[config.mk]
export PLATFORM = sky130hd
export DESIGN_NAME = sctim_decoder
export DESIGN_NICKNAME = d
export VERILOG_FILES = /design/src/inc/sctim_pkg.sv /design/src/hdl/sctim_op_lut.sv /design/src/hdl/sctim_cycle_cnt.sv /design/src/hdl/sctim_decoder.sv
export SDC_FILE = /design/constraint.sdc
export NUM_CORES = 1
export LEC_CHECK = 0
export ABC_AREA = 1
export BUFFER_PORTS_ARGS = -buffer_cell sky130_fd_sc_hd__buf_2
export CAP_MARGIN = 20
export CORE_MARGIN = 2
export CORE_UTILIZATION = 48
export DETAILED_ROUTE_END_ITERATION = 10
export GPL_TIMING_DRIVEN = 0
export HOLD_SLACK_MARGIN = 0.1
export PLACE_DENSITY = 0.75
export SYNTH_ARGS = -nofsm -noshare
export SYNTH_HDL_FRONTEND = slang
export SYNTH_HIERARCHICAL = 1
export SYNTH_SLANG_ARGS = --single-unit
[constraint.sdc]
create_clock -name clk_sys -period 1.8 [get_ports clk_sys]
set_clock_uncertainty 0.15 [all_clocks]
set_input_delay 0.18 -clock clk_sys [delete_from_list [all_inputs] [get_ports clk_sys]]
set_output_delay 0.18 -clock clk_sys [all_outputs]
set_load 0.01 [all_outputs]
[src/inc/sctim_pkg.sv]
// sctim_pkg: opcode encodings, instruction classes, lengths and cycle counts
// assumes: one core clock, one opcode byte offered per fetch handshake
`default_nettype none
package sctim_pkg;
    // ****************************************************************
    // widths
    // ****************************************************************
    localparam int OP_W = 8;
    localparam int LEN_W = 2;
    localparam int CYC_W = 4;
    localparam int WAIT_W = 3;
    localparam int RN_BIT = 3; // set in the low nibble of bank register forms
    // ****************************************************************
    // lengths and cycle counts
    // ****************************************************************
    localparam logic [LEN_W-1:0] LEN_ONE = 2'h1;
    localparam logic [LEN_W-1:0] LEN_TWO = 2'h2;
    localparam logic [LEN_W-1:0] LEN_THREE = 2'h3;
    localparam logic [CYC_W-1:0] CYC_ONE = 4'h1;
    localparam logic [CYC_W-1:0] CYC_TWO = 4'h2;
    localparam logic [CYC_W-1:0] CYC_THREE = 4'h3;
    localparam logic [CYC_W-1:0] CYC_FOUR = 4'h4;
    localparam logic [CYC_W-1:0] CNT_LAST = 4'h1; // counter value in the final cycle
    // ****************************************************************
    // opcode encodings
    // ****************************************************************
    localparam logic [3:0] HI_ADD = 4'h2;
    localparam logic [3:0] HI_ADDC = 4'h3;
    localparam logic [3:0] HI_SUBB = 4'h9;
    localparam logic [3:0] HI_ORL = 4'h4;
    localparam logic [3:0] HI_ANL = 4'h5;
    localparam logic [3:0] HI_XRL = 4'h6;
    localparam logic [3:0] HI_XCH = 4'hc;
    localparam logic [3:0] HI_XCHD = 4'hd;
    localparam logic [3:0] HI_MOV_A_IND = 4'he;
    localparam logic [3:0] HI_MOV_IND_A = 4'hf;
    localparam logic [3:0] LO_ABS = 4'h1;
    localparam logic [3:0] LO_DIR_ACC = 4'h2;
    localparam logic [3:0] LO_DIR_IMM = 4'h3;
    localparam logic [3:0] LO_IMM = 4'h4;
    localparam logic [3:0] LO_DIR = 4'h5;
    localparam logic [3:0] LO_IND0 = 4'h6;
    localparam logic [3:0] LO_IND1 = 4'h7;
    localparam logic [3:0] LO_X_DP = 4'h0;
    localparam logic [OP_W-1:0] OP_RR_A = 8'h03, OP_RRC_A = 8'h13, OP_RL_A = 8'h23;
    localparam logic [OP_W-1:0] OP_RLC_A = 8'h33, OP_SWAP_A = 8'hc4, OP_CLR_A = 8'he4;
    localparam logic [OP_W-1:0] OP_CPL_A = 8'hf4, OP_MOV_DD = 8'h85, OP_MOV_DI = 8'h75;
    localparam logic [OP_W-1:0] OP_LOAD_DP = 8'h90, OP_CODE_DP = 8'h93, OP_CODE_PC = 8'h83;
    localparam logic [OP_W-1:0] OP_PUSH = 8'hc0, OP_POP = 8'hd0, OP_JMP_IND = 8'h73;
    localparam logic [OP_W-1:0] OP_MOV_CB = 8'ha2, OP_MOV_BC = 8'h92, OP_ANL_CB = 8'h82;
    localparam logic [OP_W-1:0] OP_ANL_CNB = 8'hb0, OP_ORL_CB = 8'h72, OP_ORL_CNB = 8'ha0;

    // instruction timing classes
    typedef enum logic [4:0] {
        CL_REG_ALU, CL_IND_ALU, CL_DIR_ALU, CL_LOG_DIR_IMM, CL_LOG_DIR_ACC,
        CL_ACC_UNARY, CL_IND_MOV, CL_MOV_THREE, CL_DP_LOAD, CL_CODE_READ,
        CL_XDATA, CL_STACK, CL_XCH_IND, CL_BOOL, CL_JMP_IND, CL_ABS, CL_OTHER
    } sctim_class_e;

    // map an opcode byte to its timing class
    function automatic sctim_class_e sctim_classify(input logic [OP_W-1:0] op);
        logic [3:0] hi;
        logic [3:0] lo;
        logic alu_row;
        logic log_row;
        logic ind;
        sctim_class_e cl;
        hi = op[7:4];
        lo = op[3:0];
        log_row = (hi == HI_ANL) || (hi == HI_ORL) || (hi == HI_XRL);
        alu_row = log_row || (hi == HI_ADD) || (hi == HI_ADDC) || (hi == HI_SUBB);
        ind = (lo == LO_IND0) || (lo == LO_IND1);
        cl = CL_OTHER;
        if (lo == LO_ABS) cl = CL_ABS;
        else if (alu_row && op[RN_BIT]) cl = CL_REG_ALU;
        else if (alu_row && ind) cl = CL_IND_ALU;
        else if (alu_row && (lo == LO_IMM || lo == LO_DIR)) cl = CL_DIR_ALU;
        else if (log_row && lo == LO_DIR_IMM) cl = CL_LOG_DIR_IMM;
        else if (log_row && lo == LO_DIR_ACC) cl = CL_LOG_DIR_ACC;
        else if ((hi == HI_MOV_A_IND || hi == HI_MOV_IND_A) && ind) cl = CL_IND_MOV;
        else if ((hi == HI_MOV_A_IND || hi == HI_MOV_IND_A)
                 && (lo == LO_X_DP || lo == LO_DIR_ACC || lo == LO_DIR_IMM)) cl = CL_XDATA;
        else if ((hi == HI_XCH || hi == HI_XCHD) && ind) cl = CL_XCH_IND;
        else if (op == OP_CLR_A || op == OP_CPL_A || op == OP_SWAP_A || op == OP_RL_A
                 || op == OP_RLC_A || op == OP_RR_A || op == OP_RRC_A) cl = CL_ACC_UNARY;
        else if (op == OP_MOV_DD || op == OP_MOV_DI) cl = CL_MOV_THREE;
        else if (op == OP_LOAD_DP) cl = CL_DP_LOAD;
        else if (op == OP_CODE_DP || op == OP_CODE_PC) cl = CL_CODE_READ;
        else if (op == OP_PUSH || op == OP_POP) cl = CL_STACK;
        else if (op == OP_JMP_IND) cl = CL_JMP_IND;
        else if (op == OP_MOV_CB || op == OP_MOV_BC || op == OP_ANL_CB || op == OP_ANL_CNB
                 || op == OP_ORL_CB || op == OP_ORL_CNB) cl = CL_BOOL;
        return cl;
    endfunction
endpackage
`default_nettype wire

[src/hdl/sctim_op_lut.sv]
// sctim_op_lut: opcode to class, byte length and base cycle count
// assumes: purely combinational, caller registers the results
`timescale 1ns/10ps
`default_nettype none
module sctim_op_lut
    import sctim_pkg::*;
(
    input wire logic [sctim_pkg::OP_W-1:0] op,
    output sctim_pkg::sctim_class_e cls,
    output logic [sctim_pkg::LEN_W-1:0] len,
    output logic [sctim_pkg::CYC_W-1:0] cyc,
    output logic known
);
    // class lookup, then table of length and cycles per class
    always_comb begin
        cls = sctim_classify(op);
        known = 1'b1;
        case (cls)
            CL_REG_ALU, CL_ACC_UNARY: begin len = LEN_ONE; cyc = CYC_ONE; end
            CL_IND_ALU, CL_IND_MOV, CL_XCH_IND: begin
                len = LEN_ONE; cyc = CYC_TWO;
            end
            CL_DIR_ALU, CL_LOG_DIR_ACC, CL_STACK, CL_BOOL: begin
                len = LEN_TWO; cyc = CYC_TWO;
            end
            CL_LOG_DIR_IMM, CL_MOV_THREE, CL_DP_LOAD: begin
                len = LEN_THREE; cyc = CYC_THREE;
            end
            CL_CODE_READ, CL_XDATA: begin len = LEN_ONE; cyc = CYC_FOUR; end
            CL_JMP_IND: begin len = LEN_ONE; cyc = CYC_THREE; end
            CL_ABS: begin len = LEN_TWO; cyc = CYC_THREE; end
            // unlisted opcodes: treated as one byte, one cycle and flagged
            default: begin len = LEN_ONE; cyc = CYC_ONE; known = 1'b0; end
        endcase
    end
endmodule // sctim_op_lut
`default_nettype wire

[src/hdl/sctim_cycle_cnt.sv]
// sctim_cycle_cnt: down counter of remaining execution cycles
// assumes: load is never asserted with a zero count
`timescale 1ns/10ps
`default_nettype none
module sctim_cycle_cnt
    import sctim_pkg::*;
(
    input wire logic clk_sys,
    input wire logic rst,
    input wire logic load,
    input wire logic [sctim_pkg::CYC_W-1:0] load_val,
    output logic [sctim_pkg::CYC_W-1:0] remain
);
    logic [CYC_W-1:0] remain_reg; // cycles still to run, counting the current one
    // one step per core clock, no prescaler
    always_ff @(posedge clk_sys or posedge rst) begin
        if (rst) begin
            remain_reg <= '0;
        end else if (load) begin
            remain_reg <= load_val - CYC_ONE;
        end else if (remain_reg != '0) begin
            remain_reg <= remain_reg - CYC_ONE;
        end
    end
    assign remain = remain_reg;
endmodule // sctim_cycle_cnt
`default_nettype wire

[src/hdl/sctim_decoder.sv]
// sctim_decoder: instruction length and cycle decoder for the core sequencer
// assumes: program memory offers one opcode byte with op_valid, held until
// op_ready; wait-state count comes from a register on the same clock
`timescale 1ns/10ps
`default_nettype none
module sctim_decoder
    import sctim_pkg::*;
(
    input wire logic clk_sys,
    input wire logic rst,
    input wire logic op_valid,
    input wire logic [sctim_pkg::OP_W-1:0] op_byte,
    input wire logic [sctim_pkg::WAIT_W-1:0] external_data_move_wait_states,
    output logic op_ready,
    output logic [sctim_pkg::LEN_W-1:0] instr_len,
    output logic [sctim_pkg::CYC_W-1:0] instr_cycles,
    output logic decode_known,
    output logic pc_step,
    output logic exec_busy
);
    import sctim_pkg::*;

    // ****************************************************************
    // sequencing state
    // ****************************************************************
    typedef enum logic [0:0] {
        ST_FETCH, // ready for the next opcode
        ST_EXEC   // spending the remaining cycles of an instruction
    } sctim_state_e;

    sctim_state_e state_reg; // current phase
    sctim_state_e state_next; // phase for the next edge
    logic accept; // opcode taken this cycle
    sctim_class_e lut_cls; // class of the offered opcode
    logic [LEN_W-1:0] lut_len; // byte length from the table
    logic [CYC_W-1:0] lut_cyc; // base cycle count from the table
    logic lut_known; // opcode recognised
    logic [CYC_W-1:0] cyc_total; // count including wait states
    logic [CYC_W-1:0] remain; // cycles left, counting the current one
    logic [LEN_W-1:0] instr_len_reg; // length of last taken opcode
    logic [CYC_W-1:0] instr_cycles_reg; // cycles of last taken opcode
    logic decode_known_reg; // last opcode was recognised
    logic pc_step_reg; // pulse: advance pc by instr_len

    // ****************************************************************
    // decode
    // ****************************************************************
    // table lookup on the byte presented by the fetch path
    sctim_op_lut u_lut (
        .op(op_byte),
        .cls(lut_cls),
        .len(lut_len),
        .cyc(lut_cyc),
        .known(lut_known)
    );

    // external data moves stretch by the programmed wait states
    always_comb begin
        if (lut_cls == CL_XDATA) begin
            cyc_total = lut_cyc + {1'b0, external_data_move_wait_states};
        end else begin
            cyc_total = lut_cyc;
        end
    end

    // ****************************************************************
    // handshake
    // ****************************************************************
    // ready only between instructions, so the next fetch waits out the count
    assign op_ready = (state_reg == ST_FETCH);
    assign accept = op_valid && op_ready;

    // remaining cycle counter, reloaded on every taken opcode
    sctim_cycle_cnt u_cnt (
        .clk_sys(clk_sys),
        .rst(rst),
        .load(accept),
        .load_val(cyc_total),
        .remain(remain)
    );

    // phase transitions; single-cycle opcodes never leave fetch
    always_comb begin
        state_next = state_reg;
        case (state_reg)
            ST_FETCH: begin
                if (accept && cyc_total != CYC_ONE) begin
                    state_next = ST_EXEC;
                end
            end
            ST_EXEC: begin
                // last counted clock of the instruction
                if (remain == CNT_LAST) begin
                    state_next = ST_FETCH;
                end
            end
            default: state_next = ST_FETCH;
        endcase
    end

    // phase register
    always_ff @(posedge clk_sys or posedge rst) begin
        if (rst) begin
            state_reg <= ST_FETCH;
        end else begin
            state_reg <= state_next;
        end
    end

    // ****************************************************************
    // results to the sequencer
    // ****************************************************************
    // length and count held until the next opcode is taken
    always_ff @(posedge clk_sys or posedge rst) begin
        if (rst) begin
            instr_len_reg <= LEN_ONE;
            instr_cycles_reg <= CYC_ONE;
            decode_known_reg <= 1'b0;
        end else if (accept) begin
            instr_len_reg <= lut_len;
            instr_cycles_reg <= cyc_total;
            decode_known_reg <= lut_known;
        end
    end

    // pc advance pulse, one per taken opcode
    always_ff @(posedge clk_sys or posedge rst) begin
        if (rst) begin
            pc_step_reg <= 1'b0;
        end else begin
            pc_step_reg <= accept;
        end
    end

    assign instr_len = instr_len_reg;
    assign instr_cycles = instr_cycles_reg;
    assign decode_known = decode_known_reg;
    assign pc_step = pc_step_reg;
    assign exec_busy = (state_reg == ST_EXEC);

    // helper: clocks since the last taken opcode, saturating
    logic [CYC_W-1:0] gap_reg;
    always_ff @(posedge clk_sys or posedge rst) begin
        if (rst) begin
            gap_reg <= '0;
        end else if (accept) begin
            gap_reg <= CYC_ONE;
        end else if (gap_reg != '1) begin
            gap_reg <= gap_reg + CYC_ONE;
        end
    end

    // helper: opcode fields decoded independently of the table
    logic [3:0] f_hi;
    logic [3:0] f_lo;
    logic f_alu;
    logic f_log;
    assign f_hi = op_byte[7:4];
    assign f_lo = op_byte[3:0];
    assign f_log = (f_hi == HI_ANL) || (f_hi == HI_ORL) || (f_hi == HI_XRL);
    assign f_alu = f_log || (f_hi == HI_ADD) || (f_hi == HI_ADDC) || (f_hi == HI_SUBB);
endmodule // sctim_decoder
`default_nettype wire

**Word level (Yosys, flattened, before mapping)**

Index checks and enable logic that the tools add are counted.

- Bits in read-only memories: 0
- Bits in latches: 0
- Logic and storage cells: 135
- Bits in writable memories: 0
- Memories kept: 0
- Input port bits: 14
- Register bits: 13

- Muxes and demuxes: 25
- Reduce and logical (&&, ||, !) cells: 45
- Bitwise gates (word level): 1
- Add/subtract/negate cells: 3
- Shift operators: 0
- Divide/modulo/power cells: 0
- $mul: 0
- Eq/ne operators: 55
- $lt $le $gt $ge: 0

Operators by type and width:

| kind | count |
|---|---|
| 8-bit == test (second input constant) | 14 |
| 5-bit 2-to-1 mux | 16 |
| 5-bit by 4-bit == test with 1-bit output (second input constant) | 8 |
| 4-bit by 3-bit == test with 1-bit output (second input constant) | 7 |
| 1-bit logical OR | 25 |
| 8-bit by 7-bit == test with 1-bit output (second input constant) | 3 |
| 4-bit == test (second input constant) | 5 |
| 5-bit by 3-bit == test with 1-bit output (second input constant) | 4 |
| 4-bit by 2-bit == test with 1-bit output (second input constant) | 4 |
| 8-bit by 6-bit == test with 1-bit output (second input constant) | 2 |
| 16-bit OR reduction | 1 |
| 4-bit 2-to-1 mux | 3 |
| 5-bit by 2-bit == test with 1-bit output (second input constant) | 2 |
| 1-bit logical AND | 10 |
| 5-bit OR reduction | 2 |
| 3-bit case mux with 3 select lines | 1 |
| 4-bit by 1-bit == test with 1-bit output (second input constant) | 2 |
| 8-bit by 2-bit == test with 1-bit output (second input constant) | 1 |
| 8-bit by 5-bit == test with 1-bit output (second input constant) | 1 |
| 4-bit by 1-bit subtractor with 4-bit output (second input constant) | 2 |
| 7-bit OR reduction | 1 |
| 5-bit by 1-bit == test with 1-bit output (second input constant) | 1 |
| 5-bit zero test | 1 |
| 4-bit by 3-bit adder with 4-bit output | 1 |
| 10 further kinds | 12 |

**Longest topological paths before layout**

Gate-level depths: netlist of the first run.

- Depth after elaboration: 31
- Gate-level depth with buffers: 22
- Gate-level depth less buffers: 22

**Cells and area by module**

The synthesis of the first run kept the hierarchy.

By module, submodules not included:

| module | times used | area each (µm²) | cells an instance |
|---|---|---|---|
| sctim_decoder | 1 | 574.3 | 73 |
| sctim_op_lut | 1 | 560.5 | 125 |
| sctim_cycle_cnt | 1 | 324.1 | 47 |

**Worst setup path after synthesis of the first run**

No wires, ideal clock.

- Kind: input port to flip-flop
- Start: input op_byte[1] (netlist bit)
- End: register u_cnt.remain_reg[1], in the netlist u_cnt/remain[1]
- Setup time: 0.063 ns
- Path slack: -0.737 ns
- Path buffers: 0
- Stages: 19
- Arrival time: 2.324 ns
- Path through: inv_1 -> nand2_1 -> nand3_1 -> nand2_2 -> or2_0 -> nor3_1 -> ha_1 -> fa_1 -> inv_1 -> nand2_1 -> nand2_2 -> inv_1 -> inv_1 -> nand2_1 -> nand2_2 -> ha_1 -> inv_1 -> nand2_1 -> inv_1

- Longest elaborated chain between the ends: 29
- Elaborated cells between the ends (all ways): 92

Ends and longest elaborated chain:

| element | line | RTL |
|---|---|---|
| start: declaration | sctim_decoder.sv:12 | `input wire logic [sctim_pkg::OP_W-1:0] op_byte,` |
| 8-bit == test | sctim_pkg.sv:91 | `else if (op == OP_MOV_CB \|\| op == OP_MOV_BC \|\| op == OP_ANL_CB \|\| op == OP_ANL_CNB` |
| 1-bit logical OR (3 in series) | sctim_pkg.sv:91 |  |
| 1-bit logical OR (2 in series) | sctim_pkg.sv:92 | `\|\| op == OP_ORL_CB \|\| op == OP_ORL_CNB) cl = CL_BOOL;` |
| 5-bit 2-to-1 mux | sctim_pkg.sv:91 |  |
| 5-bit 2-to-1 mux | sctim_pkg.sv:90 | `else if (op == OP_JMP_IND) cl = CL_JMP_IND;` |
| 5-bit 2-to-1 mux | sctim_pkg.sv:89 | `else if (op == OP_PUSH \|\| op == OP_POP) cl = CL_STACK;` |
| 5-bit 2-to-1 mux | sctim_pkg.sv:88 | `else if (op == OP_CODE_DP \|\| op == OP_CODE_PC) cl = CL_CODE_READ;` |
| 5-bit 2-to-1 mux | sctim_pkg.sv:87 | `else if (op == OP_LOAD_DP) cl = CL_DP_LOAD;` |
| [... 12 more ...] | -- |  |
| 7-bit OR reduction (no source line) (tied with other cells) | -- |  |
| 3-bit case mux with 3 select lines (*) | sctim_op_lut.sv:18 | `case (cls)` |
| via lut_cyc[0] | sctim_decoder.sv:36 | `logic [CYC_W-1:0] lut_cyc;` |
| 4-bit by 3-bit adder with 4-bit output (*) | sctim_decoder.sv:60 | `cyc_total = lut_cyc + {1'b0, external_data_move_wait_states};` |
| 4-bit 2-to-1 mux (*) | sctim_decoder.sv:59 | `if (lut_cls == CL_XDATA) begin` |
| via cyc_total[1] | sctim_decoder.sv:38 | `logic [CYC_W-1:0] cyc_total;` |
| 4-bit by 1-bit subtractor with 4-bit output (*) | sctim_cycle_cnt.sv:20 | `remain_reg <= load_val - CYC_ONE;` |
| 4-bit 2-to-1 mux (*) | sctim_cycle_cnt.sv:19 | `end else if (load) begin` |
| end signal: assignment | sctim_cycle_cnt.sv:20 |  |
| end signal: assignment | sctim_cycle_cnt.sv:22 | `remain_reg <= remain_reg - CYC_ONE;` |
| end: declaration | sctim_cycle_cnt.sv:14 | `logic [CYC_W-1:0] remain_reg;` |

Mark *: on every way through the listed nets, which the timed path passes. The rest lies on a longest branch.
A chain may end at the register's enable or synchronous reset.

**Final worst setup path of the first run**

- Start: input op_byte[5] (netlist bit)
- End: register u_cnt.remain_reg[1], in the netlist u_cnt/remain[1]

- Longest elaborated chain between the ends: 29
- Elaborated cells between the ends (all ways): 98

Ends and longest elaborated chain:

| element | line |
|---|---|
| 8-bit == test | sctim_pkg.sv:91 |
| 1-bit logical OR (3 in series) | sctim_pkg.sv:91 |
| 1-bit logical OR (2 in series) | sctim_pkg.sv:92 |
| 5-bit 2-to-1 mux | sctim_pkg.sv:91 |
| 5-bit 2-to-1 mux | sctim_pkg.sv:90 |
| 5-bit 2-to-1 mux | sctim_pkg.sv:89 |
| 5-bit 2-to-1 mux | sctim_pkg.sv:88 |
| 5-bit 2-to-1 mux | sctim_pkg.sv:87 |
| [... 12 more ...] | -- |
| 7-bit OR reduction (no source line) (tied with other cells) | -- |
| 3-bit case mux with 3 select lines (*) | sctim_op_lut.sv:18 |
| via lut_cyc[0] | sctim_decoder.sv:36 |
| 4-bit by 3-bit adder with 4-bit output (*) | sctim_decoder.sv:60 |
| 4-bit 2-to-1 mux (*) | sctim_decoder.sv:59 |
| via cyc_total[1] | sctim_decoder.sv:38 |
| 4-bit by 1-bit subtractor with 4-bit output (*) | sctim_cycle_cnt.sv:20 |
| 4-bit 2-to-1 mux (*) | sctim_cycle_cnt.sv:19 |

Marks and branches as above.

==> impl_summary.log, run 1 <==
INFO  metric timing.critical_path.max_delay_family = adder cells
INFO  metric sum_of_negative_setup_slack = -3.69 ns
INFO  metric multi_input_area = 1220 µm²
INFO  metric swShare = between 40% and 50%
INFO  metric grt_antenna_before_repair = 0
INFO  metric timing.critical_path.slowest_cell_delay = slightly below 0.5 ns
INFO  metric start_util = 49.0%
INFO  metric total_inserted_antenna_cells = 0
INFO  metric gp_routability_congestion = 0.863
INFO  metric numPlacedInstances = approximately 300
INFO  metric number_of_drc_markers_in_iteration_0 = 95
INFO  metric core = around 3000 µm²
INFO  metric final-setup-viol-count = 9
INFO  metric comb_power_share = between 60% and 70%
INFO  metric stdcell_count = between 300 and 400
INFO  metric io_pins = 24
INFO  metric max_freq = 405 MHz
INFO  metric path_clk_slew = approximately 0.070 ns
INFO  metric num_clock_sinks = 13
INFO  metric ys_top_cells_by_area = sky130_fd_sc_hd__dfrtp_1, sky130_fd_sc_hd__nand2_1, sky130_fd_sc_hd__inv_1, sky130_fd_sc_hd__nor2_1, sky130_fd_sc_hd__nand2_2
INFO  metric grt_usage = between 20% and 30%
INFO  metric hold_path_class = in -> reg
INFO  metric netlist.top_cell.by_area = sky130_fd_sc_hd__dfrtp_1
INFO  metric chipHeight = 59.1 µm
INFO  metric violations = setup timing
INFO  metric clk-insertion-delay-late = 0.27 ns
INFO  metric synth_warn = 6
INFO  metric post_drt_via_cell_ratio = 5.45
INFO  metric postSynthAreaPerCell = 5.95 µm²
INFO  metric rsz_0062_raised_after_global_routing = true
INFO  metric ant_nets = 0
INFO  metric numCtsBuffers = 3
INFO  metric power.net_switching = a little over 800 µW
INFO  metric critical_path_peak_fanout = 5
INFO  metric final_period_minus_worst_setup_slack = around 2.5 ns
INFO  metric syn2layout_area_growth = 53.3%
INFO  metric cellInternalPower = 991 µW
INFO  metric p_clk_share = under 10%
INFO  metric totalWireLength = about 4600 µm
INFO  metric worst_ir_drop_vdd = 294 µV
INFO  metric vias = between 1500 and 2000
INFO  metric post_synth_inst_count = between 200 and 250
INFO  metric nets = 321
INFO  metric mean_routed_wirelength_per_cell = approximately 14 µm
INFO  metric slowest_stage = sky130_fd_sc_hd__fa_1
INFO  metric slew_viol_final = 0
INFO  metric drv_cap = 0
INFO  metric area_of_the_mapped_netlist = about 1500 µm²
INFO  metric tritoncts_clock_tree = yes
INFO  metric synth.top_cell.area_share = roughly a fifth
INFO  metric io_buffers = 23
INFO  metric place_hpwl = ~2700 µm
INFO  metric ys_types = 27
INFO  metric synth.ff_latch_count = 13
INFO  metric floorplan.die.width = 59.1 µm
INFO  metric power.density_cell_area = about 800 nW/µm²
INFO  metric drc = 0
INFO  metric grt_overflow = 0
INFO  metric status = complete, but fails checks
INFO  metric dieArea = roughly 3500 µm²
INFO  metric area.sequential = between 300 and 400 µm²
INFO  metric worst-endpoint-required = ~1.8 ns
INFO  metric dr.pass1.iters = 5
INFO  metric seqPwrFrac = 29.3%
INFO  metric cts_max_level = 1
INFO  metric postSynthNetCount = roughly 260
INFO  metric timing.critical_path.cells = buf_8, inv_4, nand3_1, nor2_2, inv_1, nand2_2, nor3_4, ha_2, fa_1, inv_1, nand2_1, nand2_2, inv_2, inv_2, nand2_2, nand2_4, ha_4, inv_2, nand2_1, inv_1
INFO  metric first_pass_grt_wire_length = ~6600 µm
INFO  metric cellLeakagePower = ~0.0013 µW
INFO  metric critical_path_buf_inv_count = 8
INFO  metric critical_path.endpoint_type = register
INFO  metric hold_viol_final = 0
INFO  metric grt_start_max_net_pins = 12
INFO  metric critical_path_arrival = 2.49 ns
INFO  metric layout.filler_cells = 200
INFO  metric cts.root.buffer_cell = sky130_fd_sc_hd__clkbuf_4
INFO  metric synth.yosys.seq_area_share = roughly 22%
INFO  metric final_layout_size_suffix_gt1_share = between 50% and 60%
INFO  metric fp-row-count = 20
INFO  metric timing.final.crit_share = 137%
INFO  metric startpoint_type = input pin
INFO  metric post-route-worst-setup-slack = -0.668 ns
INFO  metric path_class = in -> reg
INFO  metric vias_in_the_first_global_route = roughly 1600
INFO  metric clockBufferDepth = 2
==> routing by layer <==
| layer | track usage (%) | part of all wire, % |
|---|---|---|
| met1 | 29.2 | 40 |
| met2 | 42.2 | 51 |
| met3 | 1.09 | 5.9 |
| met5 | 0 | 0 |
| met4 | 10.4 | 2.7 |
==> cells by family (layout without fill, tap and decap cells) <==
kind of cell / count (synthesis) / after routing / share of synthesized area, %
buf+inv: 48 / 104 / 13.5
other cells: 1 / 1 / 0.257
fa+ha+maj: 5 / 5 / 4.80
xor+xnor: 1 / 1 / 0.600
compound gates: 11 / 11 / 5.06
flops: 13 / 13 / 22.5
simple gates: 166 / 166 / 53.3
==> worst paths after layout <==
| path | start | to | slack [ns] | depth (start not counted) |
|---|---|---|---|---|
| min | op_valid | instr_cycles[2] | 0.10 | 3 |
| max reg2reg | exec_busy | u_cnt/remain[1] | -0.02 | 11 |
| min in group asynchronous | rst | u_cnt/remain[1] | 0.18 | 3 |
| min reg2reg | instr_len[0] | instr_len[0] | 0.32 | 2 |
| max | op_byte[5] | u_cnt/remain[1] | -0.67 | 20 |
| max in group asynchronous | rst | instr_cycles[0] | 0.93 | 3 |
==> through the flow <==
stage	setup WS (ns)	power [µW]	cell area [µm²]	hold WS [ns]	utilization, %
CTS	-0.626	1670	2060	0.112	69.1
detailed placement	-1.09	1360	1660	-0.0676	55.9
floorplan	-0.639	1140	1510	-0.204	-
finish	-0.668	1820	2240	0.101	75.1
global route	-0.763	1930	2240	0.139	75.1
global placement	-1.07	1350	1660	-0.0738	55.9
==> cell usage in the layout (no fill, tap or decap), types with 2 or more instances in the layout <==
| cell | n |
|---|---|
| sky130_fd_sc_hd__a21oi_2 | 3 |
| sky130_fd_sc_hd__a31oi_1 | 3 |
| sky130_fd_sc_hd__buf_2 | 15 |
| sky130_fd_sc_hd__buf_4 | 25 |
| sky130_fd_sc_hd__buf_6 | 8 |
| sky130_fd_sc_hd__buf_8 | 4 |
| sky130_fd_sc_hd__clkbuf_4 | 3 |
| sky130_fd_sc_hd__dfrtp_1 | 11 |
| sky130_fd_sc_hd__dfstp_2 | 2 |
| sky130_fd_sc_hd__dlygate4sd3_1 | 2 |
| sky130_fd_sc_hd__ha_1 | 2 |
| sky130_fd_sc_hd__inv_1 | 25 |
| sky130_fd_sc_hd__inv_2 | 16 |
| sky130_fd_sc_hd__inv_4 | 2 |
| sky130_fd_sc_hd__inv_6 | 3 |
| sky130_fd_sc_hd__nand2_1 | 48 |
| sky130_fd_sc_hd__nand2_2 | 32 |
| sky130_fd_sc_hd__nand2_4 | 6 |
| sky130_fd_sc_hd__nand3_1 | 14 |
| sky130_fd_sc_hd__nand3_2 | 7 |
| sky130_fd_sc_hd__nand3_4 | 5 |
| sky130_fd_sc_hd__nand4_1 | 4 |
| sky130_fd_sc_hd__nor2_1 | 25 |
| sky130_fd_sc_hd__nor2_2 | 6 |
| sky130_fd_sc_hd__nor2_4 | 11 |
| sky130_fd_sc_hd__nor3_1 | 3 |
| sky130_fd_sc_hd__o21ai_1 | 2 |
==> cell usage after synthesis (all sizes together) <==
library cell,number
a31oi,3
o21ai,4
or2,1
nand3,26
dfstp,2
dfrtp,11
buf,2
a21oi,4
nor2,42
ha,4
nand3b,1
fa,1
conb,1
inv,46
xnor2,1
nand2,87
nand4,4
nor3,5
==> tightest hold or removal path: stages <==
cell                      delay (ns)
sky130_fd_sc_hd__buf_2          0.10
sky130_fd_sc_hd__nand2_2        0.14
sky130_fd_sc_hd__o21ai_2        0.07
==> cell type report <==
type | count | area share (%)
buffer | 2 | 0.839
clock buffer | 4 | 1.17
inverter | 46 | 8.61
multi-input combinational | 184 | 54.4
sequential | 13 | 14.7
tap | 33 | 1.85
timing repair buffer | 52 | 18.5
==> timing repair <==
action                     CTS  global route
setup endpoints to repair    8             9
hold endpoints to repair    14             0
buffers inserted            24             8
pin swaps                   31            32
hold buffers                 2             0
gates resized for setup     55            48
==> power by group through the flow <==
stage	clock [µW]	combinational (µW)	sequential, µW
6_report	177	1110	533
5_1_grt	185	1200	546
4_1_cts	175	966	531
3_5_place_dp	0	828	537
3_3_place_gp	0	816	536
2_1_floorplan	0	576	565
No activity file was read; power rests on OpenSTA's default activity.
==> inputs of run 2 (changes only) <==
--- a/config.mk
+++ b/config.mk
@@ -6,7 +6,7 @@
 export NUM_CORES = 1
 export LEC_CHECK = 0
 export ABC_AREA = 1
-export BUFFER_PORTS_ARGS = -buffer_cell sky130_fd_sc_hd__buf_2
+export BUFFER_PORTS_ARGS = -buffer_cell sky130_fd_sc_hd__clkbuf_2
 export CAP_MARGIN = 20
 export CORE_MARGIN = 2
 export CORE_UTILIZATION = 48
==> impl_summary.log, run 2 (synthesis gave the netlist of run 1 again) <==
INFO  metric slowest_stage = sky130_fd_sc_hd__fa_2
INFO  metric cellLeakagePower = 0.00134 µW (+6.3%)
INFO  metric hold_path_class = in -> reg
INFO  metric grt_overflow = 0 (unchanged)
INFO  metric first_pass_grt_wire_length = 7200 µm (+9.4%)
INFO  metric path_clk_slew = 0.07 ns (about the same)
INFO  metric vias = 1894 (+4.0%)
INFO  metric critical_path.endpoint_type = register
INFO  metric stdcell_count = 344 (+3.0%)
INFO  metric core = 2980 µm² (unchanged)
INFO  metric syn2layout_area_growth = 63.6%
INFO  metric r2r_start = exec_busy
INFO  metric totalWireLength = 5180 µm (+14%)
INFO  metric grt_start_max_net_pins = 12 (unchanged)
INFO  metric total_power = 1820 µW (about the same)
INFO  metric met2WireLength = 2440 µm (+4.2%)
INFO  metric final-setup-viol-count = 10 (+1)
INFO  metric drc = 0 (unchanged)
INFO  metric num_clock_sinks = 13 (unchanged)
INFO  metric dr.pass1.iters = 4 (-1)
INFO  metric most_common_library_cell_in_the_layout_ignoring_fill_and_taps = sky130_fd_sc_hd__nand2_1
INFO  metric tritoncts_clock_tree = yes
INFO  metric fin_worst_hold_slack = 0.100 ns (-0.00135 ns)
INFO  metric max_freq = 394 MHz (-2.6%)
INFO  metric slew_viol_final = 0 (unchanged)
INFO  metric met3RoutedLength = 301 µm (+12%)
INFO  metric grt_antenna_before_repair = 0 (unchanged)
INFO  metric start_util = 49.0% (unchanged)
INFO  metric timing.final.crit_share = 141% (+3.7 points)
INFO  metric fp-row-count = 20 (unchanged)
INFO  metric cts_max_level = 1 (unchanged)
INFO  metric timing.critical_path.slowest_cell_delay = 0.44 ns (-0.05 ns)
INFO  metric clk-insertion-delay-late = 0.27 ns (about the same)
INFO  metric worst-endpoint-required = 1.82 ns (about the same)
INFO  metric worst_ir_drop_vdd = 276 µV (-6.3%)
INFO  metric timing.critical_path.cells = clkbuf_16, inv_6, nand3_2, inv_2, nand2_2, nand2_4, or2_4, nor3_4, ha_2, fa_2, inv_2, nand2_2, nand2_2, inv_2, buf_4, nand2_1, nand2_1, nor2_1, nand3_1, nand2_1, nor2_1
INFO  metric number_of_drc_markers_in_iteration_0 = 124 (+31%)
INFO  metric io_buffers = 23 (unchanged)
INFO  metric grt_usage = 27.0% (+3.3 points)
INFO  metric vias_in_the_first_global_route = 1668 (+2.8%)
INFO  metric hold_viol_final = 0 (unchanged)
INFO  metric dieArea = 3500 µm² (unchanged)
INFO  metric ant_nets = 0 (unchanged)
INFO  metric post-route-worst-setup-slack = -0.735 ns (-0.0670 ns)
INFO  metric rsz_0062_raised_after_global_routing = true
INFO  metric gp_routability_congestion = 0.864 (about the same)
INFO  metric setup.reg_to_reg.worst_slack = -0.01 ns (about the same)
INFO  metric numPlacedInstances = 301 (unchanged)
INFO  metric hold_path_origin = op_valid
INFO  metric path_class = in -> reg
INFO  metric topmost_layer_with_routed_signal_wires = met4
INFO  metric startpoint_type = input pin
INFO  metric status = complete, but fails checks
INFO  metric critical_path_arrival = 2.55 ns (+0.06 ns)
INFO  metric post_drt_via_cell_ratio = 5.51 (+0.99%)
INFO  metric total_inserted_antenna_cells = 0 (unchanged)
INFO  metric power.density_cell_area = 763 nW/µm² (-6.2%)
INFO  metric clockBufferDepth = 2 (unchanged)
INFO  metric mean_routed_wirelength_per_cell = 15.1 µm (+10%)
INFO  metric place_hpwl = 2640 µm (-0.21%)
INFO  metric violations = setup timing
INFO  metric route.layer.met1.wl = 2090 µm (+14%)
INFO  metric io_pins = 24 (unchanged)
INFO  metric floorplan.die.width = 59.1 µm (unchanged)
INFO  metric chipHeight = 59.1 µm (unchanged)
INFO  metric final_layout_size_suffix_gt1_share = 53.7% (+1.9 points)
INFO  metric final_period_minus_worst_setup_slack = 2.54 ns (+0.0670 ns)
INFO  metric nets = 331 (+3.1%)
INFO  metric cts.root.buffer_cell = sky130_fd_sc_hd__clkbuf_4
INFO  metric sum_of_negative_setup_slack = -4.30 ns (-0.607 ns)
INFO  metric worst_setup_path_startpoint = op_byte[5]
INFO  metric critical_path_peak_fanout = 5 (unchanged)
INFO  metric drv_cap = 0 (unchanged)
INFO  metric pre_cts_slack = -1.08 ns (+0.00676 ns)
INFO  metric numCtsBuffers = 3 (unchanged)
INFO  metric final_cell_mix = sky130_fd_sc_hd__nand2_1, sky130_fd_sc_hd__buf_4, sky130_fd_sc_hd__nand2_2
run 2: repair_timing:
item                                    in CTS  in global routing
hold buffers                                 3                  0
cloned                                       0                  0
setup buffers                               30                  9
endpoints found under the hold margin       14                  0
endpoints found under the setup margin       8                 10
pin swaps                                   29                 27
resized for setup                           48                 65
run 2: path summary, 6_finish.rpt:
check / end / depth (start not counted)
setup / recovery: u_cnt/remain[3] / 21
hold / removal: instr_cycles[2] / 3
setup reg to reg: u_cnt/remain[1] / 11
hold reg to reg: instr_len[0] / 2
max in group asynchronous: instr_len[0] / 3
min in group asynchronous: u_cnt/remain[1] / 3
run 2: critical path: cells and delay by family:
family | cells | cell delay, ns
simple gates | 13 | 1.23
fa+ha+maj | 2 | 0.66
buf+inv | 6 | 0.47
run 2: layout make-up:
| cell class | count | area, µm² |
|---|---|---|
| clock buffer | 4 | 26.3 |
| timing repair buffer | 62 | 517 |
| sequential | 13 | 328 |
| inverter | 46 | 203 |
| fill | 176 | 591 |
| multi-input combinational | 184 | 1250 |
| buffer | 2 | 18.8 |
| tap | 33 | 41.3 |
run 2: per-stage QoR:
step           util [%]  instance area (µm²)
2_1_floorplan         -                 1510
3_3_place_gp       55.9                 1660
3_5_place_dp       55.9                 1660
4_1_cts            71.5                 2130
5_1_grt            80.2                 2390
6_report           80.2                 2390
run 2: where the power goes:
group	internal, µW	switching, µW	total (µW)
sequential	441	95.0	536
combinational	484	627	1110
clock	86.0	87.9	174
run 2: metal layers:
layer,global-route usage [%],vias to the layer above
li1,-,885
met1,33.7,859
met2,45.7,109
met3,2.40,41
met4,14.3,0
met5,0,-
